[src/hw/sbt_pkg.sv]
// package for the split byte event timer
package sbt_pkg;
   localparam int          DATA_W          = 8;
   localparam logic [7:0]  CSR_RESET       = 8'h00;
   localparam logic [7:0]  BYTE_ALL_ONES   = 8'hff;
   localparam logic [7:0]  BYTE_ZERO       = 8'h00;
   localparam logic [15:0] WORD_ZERO       = 16'h0000;
   // csr field positions
   localparam int          BIT_HI_OVF      = 7;
   localparam int          BIT_HI_MATCH    = 6;
   localparam int          BIT_HI_OVF_IE   = 5;
   localparam int          BIT_HI_CLR_EN   = 4;
   localparam int          BIT_LO_OVF      = 3;
   localparam int          BIT_LO_MATCH    = 2;
   localparam int          BIT_LO_OVF_IE   = 1;
   localparam int          BIT_LO_CLR_EN   = 0;
   localparam logic [7:0]  FLAG_MASK       = 8'hcc;
   // prescale divide counts
   localparam int          DIV32           = 32;
   localparam int          DIV16           = 16;
   localparam int          DIV4            = 4;
   localparam int          DIV_W           = 5;

   typedef enum logic [2:0] {
      SBT_SRC_EVENT = 3'h0,
      SBT_SRC_RSV1  = 3'h1,
      SBT_SRC_RSV2  = 3'h2,
      SBT_SRC_BAN   = 3'h3,
      SBT_SRC_DIV32 = 3'h4,
      SBT_SRC_DIV16 = 3'h5,
      SBT_SRC_DIV4  = 3'h6,
      SBT_SRC_WDIV4 = 3'h7
   } sbt_src_e;

   // byte-wide register access strobe bundle
   typedef struct packed {
      logic       rd;
      logic       wr;
      logic [7:0] wdata;
   } sbt_bus_s;
endpackage : sbt_pkg

[src/hw/sbt_timer.sv]
// split byte event timer: counter pair, control/status and output pin
// Overview of operation
// - output pin follows written output-level bit; reset low
// - clock select codes 100..111 choose clk/32, clk/16, clk/4, watch/4
// - code 000 counts event pin edges, polarity from edge-select input
// - a spurious count may occur when the event pin function is enabled
// - control/status register is 8 bits, read/write, reset to zero
// - flag bits 7,6,3,2 accept only a written zero; ones ignored
// - high overflow flag sets when high counter rolls from ff to 00
// - high overflow flag clears only by write 0 after reading it as 1
// - high match flag sets on high match (16-bit match in joined mode); clears by read 1, write 0
// - bit 5 enables the high overflow interrupt request
// - joined mode: bit 4 clears whole 16-bit counter on 16-bit match
// - split mode: bit 4 clears high counter on high compare match
// - low overflow flag sets when low counter rolls ff to 00
// - low overflow flag clears only by write 0 after reading it as 1
`timescale 1ns/1ns
module sbt_timer (
   // clock and reset
   input  wire logic                  core_clk_i,
   input  wire logic                  rst_i,
   // control/status register access
   input  wire sbt_pkg::sbt_bus_s     csr_bus_i,
   output logic [7:0]                 csr_rdata_o,
   // configuration
   input  wire logic [2:0]            clk_sel_i,
   input  wire logic                  out_level_wr_i,
   input  wire logic                  out_level_i,
   input  wire logic                  joined_mode_i,
   input  wire logic [15:0]           joined_compare_value_i,
   input  wire logic                  event_edge_select_i,
   input  wire logic                  event_pin_function_bit_i,
   // count sources
   input  wire logic                  watch_tick_i,
   input  wire logic                  event_input_pin_i,
   // outputs
   output logic                       low_timer_output_pin_o,
   output logic [15:0]                joined_counter_o,
   output logic                       high_overflow_irq_o,
   output logic                       low_overflow_irq_o
);
   logic [7:0]  csr_reg;
   logic [7:0]  low_byte_counter_reg;
   logic [7:0]  high_byte_counter_reg;
   logic [7:0]  seen_one_reg;
   logic [4:0]  div_reg;
   logic [1:0]  watch_div_reg;
   logic        ev_prev_reg;
   logic        low_tick;
   logic        ev_edge;
   logic        high_tick;
   logic        low_match;
   logic        high_match;
   logic        joined_match;
   logic        low_clr;
   logic        high_clr;
   logic        low_ovf;
   logic        high_ovf;
   logic [7:0]  flag_set;
   logic [7:0]  flag_clr;

   // free-running prescaler; watch clock divided by four on its ticks
   always_ff @(posedge core_clk_i) begin
      if (rst_i) begin
         div_reg       <= '0;
         watch_div_reg <= '0;
      end else begin
         div_reg <= div_reg + 5'd1;
         if (watch_tick_i)
            watch_div_reg <= watch_div_reg + 2'd1;
      end
   end

   // edge detect only while the pin function is on; enabling it while
   // the pin sits low can yield one extra count
   always_ff @(posedge core_clk_i) begin
      if (rst_i)
         ev_prev_reg <= 1'b1;
      else if (!event_pin_function_bit_i)
         ev_prev_reg <= 1'b1;
      else
         ev_prev_reg <= event_input_pin_i;
   end

   assign ev_edge = event_pin_function_bit_i &&
      (event_edge_select_i ? (event_input_pin_i && !ev_prev_reg)
                           : (!event_input_pin_i && ev_prev_reg));

   always_comb begin
      case (sbt_pkg::sbt_src_e'(clk_sel_i))
         sbt_pkg::SBT_SRC_EVENT: low_tick = ev_edge;
         sbt_pkg::SBT_SRC_DIV32:
            low_tick = (int'(div_reg) % sbt_pkg::DIV32 == sbt_pkg::DIV32 - 1);
         sbt_pkg::SBT_SRC_DIV16:
            low_tick = (int'(div_reg) % sbt_pkg::DIV16 == sbt_pkg::DIV16 - 1);
         sbt_pkg::SBT_SRC_DIV4:
            low_tick = (int'(div_reg) % sbt_pkg::DIV4 == sbt_pkg::DIV4 - 1);
         sbt_pkg::SBT_SRC_WDIV4:
            low_tick = watch_tick_i &&
                       (int'(watch_div_reg) == sbt_pkg::DIV4 - 1);
         // prohibited and unused codes hold the count
         default: low_tick = 1'b0;
      endcase
   end

   assign joined_match = ({high_byte_counter_reg, low_byte_counter_reg}
                          == joined_compare_value_i);
   assign low_match  = (low_byte_counter_reg ==
                        joined_compare_value_i[7:0]);
   assign high_match = (high_byte_counter_reg ==
                        joined_compare_value_i[15:8]);
   assign low_ovf    = low_tick && (low_byte_counter_reg ==
                        sbt_pkg::BYTE_ALL_ONES);
   // joined mode carries from low byte; split mode has no high source,
   // so the high byte counts the same ticks
   assign high_tick  = joined_mode_i ? low_ovf : low_tick;
   assign high_ovf   = high_tick && (high_byte_counter_reg ==
                        sbt_pkg::BYTE_ALL_ONES);
   assign high_clr = csr_reg[sbt_pkg::BIT_HI_CLR_EN] &&
      (joined_mode_i ? joined_match : high_match);
   assign low_clr = joined_mode_i ? high_clr
      : (csr_reg[sbt_pkg::BIT_LO_CLR_EN] && low_match);

   always_ff @(posedge core_clk_i) begin
      if (rst_i) begin
         low_byte_counter_reg  <= sbt_pkg::BYTE_ZERO;
         high_byte_counter_reg <= sbt_pkg::BYTE_ZERO;
      end else begin
         if (low_clr)
            low_byte_counter_reg <= sbt_pkg::BYTE_ZERO;
         else if (low_tick)
            low_byte_counter_reg <= low_byte_counter_reg + 8'h01;
         if (high_clr)
            high_byte_counter_reg <= sbt_pkg::BYTE_ZERO;
         else if (high_tick)
            high_byte_counter_reg <= high_byte_counter_reg + 8'h01;
      end
   end

   always_comb begin
      flag_set = sbt_pkg::BYTE_ZERO;
      flag_set[sbt_pkg::BIT_HI_OVF] = high_ovf;
      flag_set[sbt_pkg::BIT_HI_MATCH] = joined_mode_i ? joined_match
                                                      : high_match;
      flag_set[sbt_pkg::BIT_LO_OVF] = low_ovf;
      flag_set[sbt_pkg::BIT_LO_MATCH] = low_match;
   end

   // clear needs a prior read of 1, and a set in the same cycle wins
   assign flag_clr = (csr_bus_i.wr ? ~csr_bus_i.wdata : sbt_pkg::BYTE_ZERO)
                     & seen_one_reg & sbt_pkg::FLAG_MASK;

   always_ff @(posedge core_clk_i) begin
      if (rst_i) begin
         csr_reg      <= sbt_pkg::CSR_RESET;
         seen_one_reg <= sbt_pkg::BYTE_ZERO;
      end else begin
         // writes of 1 to flags are dropped
         csr_reg <= (csr_bus_i.wr
            ? ((csr_bus_i.wdata & ~sbt_pkg::FLAG_MASK)
               | (csr_reg & sbt_pkg::FLAG_MASK))
            : csr_reg) & ~flag_clr | flag_set;
         if (csr_bus_i.rd)
            seen_one_reg <= csr_reg & sbt_pkg::FLAG_MASK;
         else if (csr_bus_i.wr)
            seen_one_reg <= sbt_pkg::BYTE_ZERO;
      end
   end

   always_ff @(posedge core_clk_i) begin
      if (rst_i) begin
         csr_rdata_o            <= sbt_pkg::CSR_RESET;
         low_timer_output_pin_o <= 1'b0;
         joined_counter_o       <= sbt_pkg::WORD_ZERO;
         high_overflow_irq_o    <= 1'b0;
         low_overflow_irq_o     <= 1'b0;
      end else begin
         csr_rdata_o <= csr_reg;
         if (out_level_wr_i)
            low_timer_output_pin_o <= out_level_i;
         joined_counter_o <= {high_byte_counter_reg, low_byte_counter_reg};
         high_overflow_irq_o <= csr_reg[sbt_pkg::BIT_HI_OVF] &&
                                csr_reg[sbt_pkg::BIT_HI_OVF_IE];
         low_overflow_irq_o  <= csr_reg[sbt_pkg::BIT_LO_OVF] &&
                                csr_reg[sbt_pkg::BIT_LO_OVF_IE];
      end
   end

   AST_PIN_LEVEL: assert property (@(posedge core_clk_i) disable iff (rst_i)
      out_level_wr_i |=> low_timer_output_pin_o == $past(out_level_i))
      else $error("output pin did not take written level");
   AST_DIV4: assert property (@(posedge core_clk_i) disable iff (rst_i)
      (clk_sel_i == sbt_pkg::SBT_SRC_DIV4 && low_tick) |=>
      (!low_tick || clk_sel_i != sbt_pkg::SBT_SRC_DIV4) [*3] ##1
      (low_tick || clk_sel_i != sbt_pkg::SBT_SRC_DIV4))
      else $error("divide by four tick spacing wrong");
   AST_BAN_HOLD: assert property (@(posedge core_clk_i) disable iff (rst_i)
      (clk_sel_i == sbt_pkg::SBT_SRC_BAN && !low_clr) |=>
      low_byte_counter_reg == $past(low_byte_counter_reg))
      else $error("counter moved on prohibited source");
   AST_EV_RISE: assert property (@(posedge core_clk_i) disable iff (rst_i)
      (clk_sel_i == 3'h0 && event_edge_select_i && event_pin_function_bit_i
       && event_input_pin_i && !ev_prev_reg) |-> low_tick)
      else $error("rising edge not counted");
   AST_FLAG_NOSET: assert property (@(posedge core_clk_i) disable iff (rst_i)
      (!csr_reg[sbt_pkg::BIT_HI_OVF] && !high_ovf) |=>
      !csr_reg[sbt_pkg::BIT_HI_OVF])
      else $error("overflow flag set without overflow");
   AST_HIGH_OVERFLOW_FLAG_SET: assert property (@(posedge core_clk_i) disable iff (rst_i)
      high_ovf |=> csr_reg[sbt_pkg::BIT_HI_OVF])
      else $error("high overflow flag not set");
   AST_HIGH_OVERFLOW_FLAG_CLR: assert property (@(posedge core_clk_i) disable iff (rst_i)
      (csr_reg[sbt_pkg::BIT_HI_OVF] && !(csr_bus_i.wr &&
       seen_one_reg[sbt_pkg::BIT_HI_OVF])) |=> csr_reg[sbt_pkg::BIT_HI_OVF])
      else $error("high overflow flag cleared without read");
   AST_LOW_OVERFLOW_FLAG_SET: assert property (@(posedge core_clk_i) disable iff (rst_i)
      low_ovf |=> csr_reg[sbt_pkg::BIT_LO_OVF] ##1
      (low_overflow_irq_o == $past(csr_reg[sbt_pkg::BIT_LO_OVF_IE])))
      else $error("low overflow flag or request wrong");
   AST_HCLR: assert property (@(posedge core_clk_i) disable iff (rst_i)
      (joined_mode_i && csr_reg[sbt_pkg::BIT_HI_CLR_EN] && joined_match) |=>
      ({high_byte_counter_reg, low_byte_counter_reg} == sbt_pkg::WORD_ZERO)
      ##1 (joined_counter_o == sbt_pkg::WORD_ZERO))
      else $error("joined clear on match failed");
endmodule : sbt_timer

[config.mk]
export PLATFORM = sky130hd
export DESIGN_NAME = sbt_timer
export DESIGN_NICKNAME = d
export VERILOG_FILES = /design/src/hw/sbt_pkg.sv /design/src/hw/sbt_timer.sv
export SDC_FILE = /design/constraint.sdc
export NUM_CORES = 1
export LEC_CHECK = 0
export ABC_AREA = 1
export BUFFER_PORTS_ARGS = -buffer_cell sky130_fd_sc_hd__buf_2
export CAP_MARGIN = 0
export CORE_MARGIN = 2
export CORE_UTILIZATION = 55
export DETAILED_ROUTE_END_ITERATION = 6
export PLACE_DENSITY = 0.81
export SYNTH_ARGS = -nofsm -noshare
export SYNTH_HDL_FRONTEND = slang
export SYNTH_SLANG_ARGS = --single-unit
[constraint.sdc]
create_clock -name core_clk_i -period 3.3 [get_ports core_clk_i]
set_input_delay 0.495 -clock core_clk_i [delete_from_list [all_inputs] [get_ports core_clk_i]]
set_output_delay 0.495 -clock core_clk_i [all_outputs]
set_load 0.005 [all_outputs]
* Word level (Yosys, flattened, before mapping)
Index checks and enable logic that the tools add are counted.
** Storage, ports and cells
- Register bits :: 63
- Output and inout bits :: 27
- Input port bits :: 38
** Operators by class
- Eq/ne operators :: 13
- $add $sub $neg :: 4
- Reduce and logical (&&, ||, !) cells :: 17
- Multiplexer cells :: 9
- Bitwise operators :: 7
** Operators with widths (number)
- 8-bit two-way mux :: 4
- 8-bit by 1-bit adder with 8-bit output (second input constant) :: 2
- 8-bit AND :: 2
- 16-bit equality test :: 1
- 8-bit equality test :: 2
- 8-bit equality test (second input constant) :: 2
- 8-bit NOT :: 2
- 3-bit equality test (second input constant) :: 4
- 1-bit logical AND :: 10
- 6-bit by 8-bit bitwise OR with 8-bit output :: 1
- 8-bit bitwise OR :: 1
- 2-bit OR reduction :: 3
- 5-bit by 1-bit adder with 5-bit output (second input constant) :: 1
- 5-bit by 1-bit equality test with 1-bit output (second input constant) :: 1
- 1-bit case mux with 5 select lines :: 1
- 2-bit by 1-bit equality test with 1-bit output (second input constant) :: 2
- 4-bit by 1-bit equality test with 1-bit output (second input constant) :: 1
- 1-bit two-way mux :: 4
- 3-bit logical NOT :: 1
- 2-bit by 1-bit adder with 2-bit output (second input constant) :: 1
- 1-bit logical NOT :: 2
- 2-bit nonzero test :: 1
- 1-bit NOT :: 1

* Longest topological paths before layout
- Word-level depth :: 9
- Gate-level depth with buffers :: 11

* Least setup slack after synthesis
Ideal clock, no wire load.
- Kind :: input to register
- Start point :: in clk_sel_i[0]
- End point :: reg low_byte_counter_reg[6]
- Setup time :: 0.114 ns
- Arrival time :: 1.290 ns
- Setup slack :: 1.896 ns
- Cell stages on the path :: 11
- Cell sequence :: inv_2 nand2_1 nor2_1 nand3_2 nand2_4 nand2_4 buf_6 nand2_1 o21ai_2 inv_1 nor2_2
** On the way
- Word-level cells in the longest chain between the ends :: 2
- Elaborated cells on any way between the ends :: 6
- Classes of those cells :: eq/ne (4); mux (1); reduce/logical (1)
** Ends and longest elaborated chain
- start, declared :: RTL line sbt_timer.sv:26 : input wire logic [2:0] clk_sel_i,
- 3-bit equality test or 3-bit logical NOT (tied branches) :: RTL line sbt_timer.sv:90 : case (sbt_pkg::sbt_src_e'(clk_sel_i))
- 1-bit case mux with 5 select lines (*) :: RTL line sbt_timer.sv:90
- end signal, assigned :: RTL line sbt_timer.sv:126 : low_byte_counter_reg <= sbt_pkg::BYTE_ZERO;
- end signal, assigned :: RTL line sbt_timer.sv:130 : low_byte_counter_reg <= sbt_pkg::BYTE_ZERO;
- end signal, assigned :: RTL line sbt_timer.sv:132 : low_byte_counter_reg <= low_byte_counter_reg + 8'h01;
- end, declared :: RTL line sbt_timer.sv:43 : logic [7:0] low_byte_counter_reg;
Every way passes the cells marked *; elsewhere a longest branch is shown, timed or not.
A chain may end at the register's enable or synchronous reset.

* Final worst setup path
- Start point :: reg high_byte_counter_reg[5]
- End point :: reg low_byte_counter_reg[7]
** On the way
- Word-level cells in the longest chain between the ends :: 5
- Elaborated cells on any way between the ends :: 6
- Classes of those cells :: eq/ne (2); mux (2); reduce/logical (2)
** Ends and longest elaborated chain
- start, declared :: RTL line sbt_timer.sv:44 : logic [7:0] high_byte_counter_reg;
- start signal, assigned :: RTL line sbt_timer.sv:127 : high_byte_counter_reg <= sbt_pkg::BYTE_ZERO;
- start signal, assigned :: RTL line sbt_timer.sv:134 : high_byte_counter_reg <= sbt_pkg::BYTE_ZERO;
- start signal, assigned :: RTL line sbt_timer.sv:136 : high_byte_counter_reg <= high_byte_counter_reg + 8'h01;
- 16-bit equality test or 8-bit equality test (tied branches) :: RTL line sbt_timer.sv:107, sbt_timer.sv:110
- 1-bit two-way mux (*) :: RTL line sbt_timer.sv:120 : (joined_mode_i ? joined_match : high_match);
- 1-bit logical AND (*) :: RTL line sbt_timer.sv:119 : assign high_clr = csr_reg[sbt_pkg::BIT_HI_CLR_EN] &&
- 1-bit two-way mux (*) :: RTL line sbt_timer.sv:121 : assign low_clr = joined_mode_i ? high_clr
- 2-bit OR reduction (no line) (*)
Marks and branches as above.

==> out/metrics.sh <==
OUTCOME='finished, final reports clean'
SLEW_AT_THE_PIN_WITH_THE_WORST_MAX_SLEW_SLACK_PS=456
DIEWIDTH_UM=77.0
CTS_TREE='built'
HOLD_PATH_CLASS='input pin to register'
TIMING.CRITICAL_PATH.TO_TYPE='register'
FINALCLOCKSKEW_PS=7.81
CTS_HOLD_BUF=0
DRTPASS1ITERATIONS=4
TIMING.FINAL.HOLD_VIOLATIONS=0
DETAIL_ROUTE.WL_PER_CELL_UM=11.0
FILLERINSTANCES=458
NUMBER_OF_ROWS_IN_THE_CORE_AREA=26
FIN_CRIT_SH_PCT=48.3
CLK_ROOT_BUFFER_CELL='sky130_fd_sc_hd__clkbuf_8'
START_POINT_OF_THE_CRITICAL_PATH='high_byte_counter_reg[5]'
FINALWIRELENGTH_MM=6.24
POWER_DENSITY_nW_PER_UM2=480
LARGEST_REG_FLOPS=16
INSERTION_DELAY_PS=330
OVERFLOW=0
TIMING.REG2REG.SETUP_SLACK_PS=1710
LEAKAGE_nW=1.80
MAX_SLEW_MARGIN_PCT=69.6
FINAL-SEQ-AREA_UM2=1260
HOLD_SLACK_PS=357
TOTAL_ROUTING_USAGE_REPORTED_BY_GLOBAL_ROUTING_PCT=22.7
SYNTH.FF_LATCH_COUNT=63
SYN_NETS=465
GP_CONGESTION=0.876
NETLIST_AREA_UM2=2930
CLK_SINK_COUNT=63
START_UTIL_PCT=57.0
CP_DATA_ARRIVAL_TIME_PS=1820
REG2REGPATHDEPTH=9
DIE_H_UM=77.0
ANTENNA_FOUND_INITIAL=0
PLACEABLECOREAREA_UM2=5140
WORST_IR_DROP_VDD_uV=318
POSTCTSRESIZEDCELLS=0
DPL-INSTANCE-AREA_UM2=3290
FIN_NETS=532
CP_SLOWEST_STAGE_DELAY_PS=460
SYN_AREA_PER_CELL_UM2=6.93
MULTI_INPUT_COMB_AREA_UM2=1330
POST-ROUTE-DRC-COUNT=0
WORST_SETUP_PATH_ENDPOINT='low_byte_counter_reg[7]'
RSZ0062_AT_GRT='false'
BUFFER_COUNT_FROM_POST_CTS_SETUP_FIXING=0
GRT_PASS1_VIAS=2538
POSTLAYOUTCELLAREA_UM2=3540
PATH_CLK_SLEW_PS=70
N_ANTENNA_CELL=0
INITIALDRTVIOLATIONCOUNT=109
MAXCLOCKFREQUENCY_MHz=627
WORSTSETUPSTARTPOINTTYPE='register'
REGMOSTFLOPS='joined_counter_o'
IOPINCOUNT=65
NUMCTSBUFFERS=9
SETUP.WORST_PATH.CLASS='register to register'
FIN_SETUP_TNS_PS=0
BUFFER_PORTS.INSERTED=64
SYN_TO_FINAL_GROWTH_PCT=20.7
DRV_CAP=0
CLOCK_PATH_BUFFERS=2
GRT_START_MAX_NET_PINS=35
SYN-INSTANCE-COUNT=423
R2R-END='low_byte_counter_reg[7]'
CP.REQUIRED_PS=3520
ANT_NETS=0
CLOCK_TREE.HTREE_LEVEL_COUNT=3
SLOWEST_STAGE='sky130_fd_sc_hd__dfxtp_1'
FINALWORSTPATHREQUIREDPERIOD_PS=1590
SHARE_OF_SYNTHESIZED_AREA_OCCUPIED_BY_FLIP_FLOPS_AND_LATCHES_PCT=43.0
RR_STARTPOINT='high_byte_counter_reg[5]'
WORST-PATH-MAX-FANOUT=8
DP.FINAL_HPWL_MM=4.58
FINALSETUPVIOLCOUNT=0
SYNTH_WARNINGS=0
CRIT_CHAIN='inv_1 -> nand2_1 -> nand2_1 -> nor2_1 -> nand2_1 -> nor2_1 -> nand4_1 -> nand2_2 -> nor2_1'
SYNTH_CELL_TYPES=25
DIE_AREA_UM2=5930
DRIVE_ABOVE_1_SHARE_PCT=20.4
WIRE_LENGTH_OF_THE_FIRST_GLOBAL_ROUTING_PASS_MM=10.7
DRT-VIAS-PER-INSTANCE=4.83
VIAS=2731
FINAL-MAX-SLEW-VIOLATION-COUNT=0
[worst min path at each step]
| stage | from | endpoint | slack (ps) | cells past startpoint |
|---|---|---|---|---|
| 3_5_place_dp | div_reg[0] | div_reg[0] | 440 | 1 |
| 4_1_cts | out_level_wr_i | low_timer_output_pin_o | 340 | 2 |
| 5_1_grt | out_level_wr_i | low_timer_output_pin_o | 340 | 2 |
| 2_1_floorplan | csr_reg[2] | csr_rdata_o[2] | 420 | 2 |
| 6_report | out_level_wr_i | low_timer_output_pin_o | 360 | 2 |
| 3_3_place_gp | csr_reg[2] | csr_rdata_o[2] | 430 | 2 |
[kinds of logic after synthesis]
| family | share of synthesized area (%) |
|---|---|
| and+or+nand+nor | 33.3 |
| adders and majority gates | 1.71 |
| buffers and inverters | 11.5 |
| AOI/OAI and AO/OA | 5.93 |
| xor gates and xnor gates | 4.48 |
| DFF | 43.0 |
[critical path: cells and delay by family (launching register included)]
kind | cells | cell delay, ps
and+or+nand+nor | 8 | 900
DFF | 1 | 460
buffers and inverters | 1 | 110
[final cells by class]
| type | instances | area share (%) |
|---|---|---|
| clock buffers | 14 | 5.16 |
| clock inverters | 2 | 1.70 |
| flip-flops and latches | 63 | 35.7 |
| inverters | 76 | 8.07 |
| repair buffers | 65 | 9.27 |
| well taps | 70 | 2.48 |
| multi-input cells | 275 | 37.7 |
[cell usage after synthesis]
master | count | area share, %
sky130_fd_sc_hd__a21oi_1 | 10 | 1.7
sky130_fd_sc_hd__a21oi_2 | 1 | 0.30
sky130_fd_sc_hd__a32o_1 | 2 | 0.68
sky130_fd_sc_hd__buf_4 | 3 | 0.77
sky130_fd_sc_hd__buf_6 | 1 | 0.38
sky130_fd_sc_hd__clkbuf_1 | 5 | 0.64
sky130_fd_sc_hd__dfxtp_1 | 63 | 43
sky130_fd_sc_hd__ha_1 | 4 | 1.7
sky130_fd_sc_hd__inv_1 | 70 | 9.0
sky130_fd_sc_hd__inv_2 | 6 | 0.77
sky130_fd_sc_hd__nand2_1 | 115 | 15
sky130_fd_sc_hd__nand2_2 | 3 | 0.64
sky130_fd_sc_hd__nand2_4 | 4 | 1.5
sky130_fd_sc_hd__nand3_1 | 18 | 3.1
sky130_fd_sc_hd__nand3_2 | 2 | 0.68
sky130_fd_sc_hd__nand3_4 | 1 | 0.60
sky130_fd_sc_hd__nand4_1 | 13 | 2.8
sky130_fd_sc_hd__nor2_1 | 64 | 8.2
sky130_fd_sc_hd__nor2_2 | 2 | 0.43
sky130_fd_sc_hd__nor3_1 | 4 | 0.68
sky130_fd_sc_hd__o21ai_0 | 14 | 2.4
sky130_fd_sc_hd__o21ai_2 | 2 | 0.60
sky130_fd_sc_hd__o31ai_1 | 1 | 0.26
sky130_fd_sc_hd__xnor2_1 | 4 | 1.2
sky130_fd_sc_hd__xor2_1 | 11 | 3.3
[power breakdown]
group	switching (mW)	internal (mW)	leakage (nW)	total (mW)
registers	0.0102	0.777	0.511	0.787
clock network	0.277	0.508	0.123	0.785
logic	0.0781	0.0489	1.16	0.127
total	0.365	1.33	1.80	1.70
[per-stage QoR]
stage	worst slack (ps)	total power [mW]	std cells	util, %
final	1710	1.70	565	68.8
after global routing	1470	1.77	565	68.8
after CTS	1670	1.72	565	68.8
after detailed placement	1580	0.930	549	64.1
after global placement	1640	0.927	549	64.1
after floorplan	1900	0.882	423	-
[layout by cell type (no fill, tap or decap)]
cell,count
sky130_fd_sc_hd__nor2_1,64
sky130_fd_sc_hd__o21ai_2,2
sky130_fd_sc_hd__dfxtp_1,63
sky130_fd_sc_hd__bufinv_16,2
sky130_fd_sc_hd__ha_1,4
sky130_fd_sc_hd__nand3_2,2
sky130_fd_sc_hd__buf_2,64
sky130_fd_sc_hd__nand2_1,115
sky130_fd_sc_hd__o21ai_0,14
sky130_fd_sc_hd__nor3_1,4
sky130_fd_sc_hd__clkbuf_1,1
sky130_fd_sc_hd__a32o_1,2
sky130_fd_sc_hd__nand4_1,13
sky130_fd_sc_hd__nand2_2,3
sky130_fd_sc_hd__clkbuf_8,13
sky130_fd_sc_hd__a21oi_2,1
sky130_fd_sc_hd__xnor2_1,4
sky130_fd_sc_hd__a21oi_1,10
sky130_fd_sc_hd__nand3_4,1
sky130_fd_sc_hd__nand2_4,4
sky130_fd_sc_hd__nand3_1,18
sky130_fd_sc_hd__buf_4,1
sky130_fd_sc_hd__inv_2,6
sky130_fd_sc_hd__nor2_2,2
sky130_fd_sc_hd__o31ai_1,1
sky130_fd_sc_hd__inv_1,70
sky130_fd_sc_hd__xor2_1,11
[routing by layer]
layer | up-vias | share of wire (%) | track usage [%] | wire [µm]
li1 | 1419 | - | - | -
met1 | 1225 | 45 | 26.4 | 2780
met2 | 72 | 48 | 38.0 | 2970
met3 | 15 | 5.7 | 7.53 | 355
met4 | 0 | 2.2 | 10.0 | 136
met5 | - | 0 | 0 | 0
Note: power is estimated with default switching activity, not from simulation.
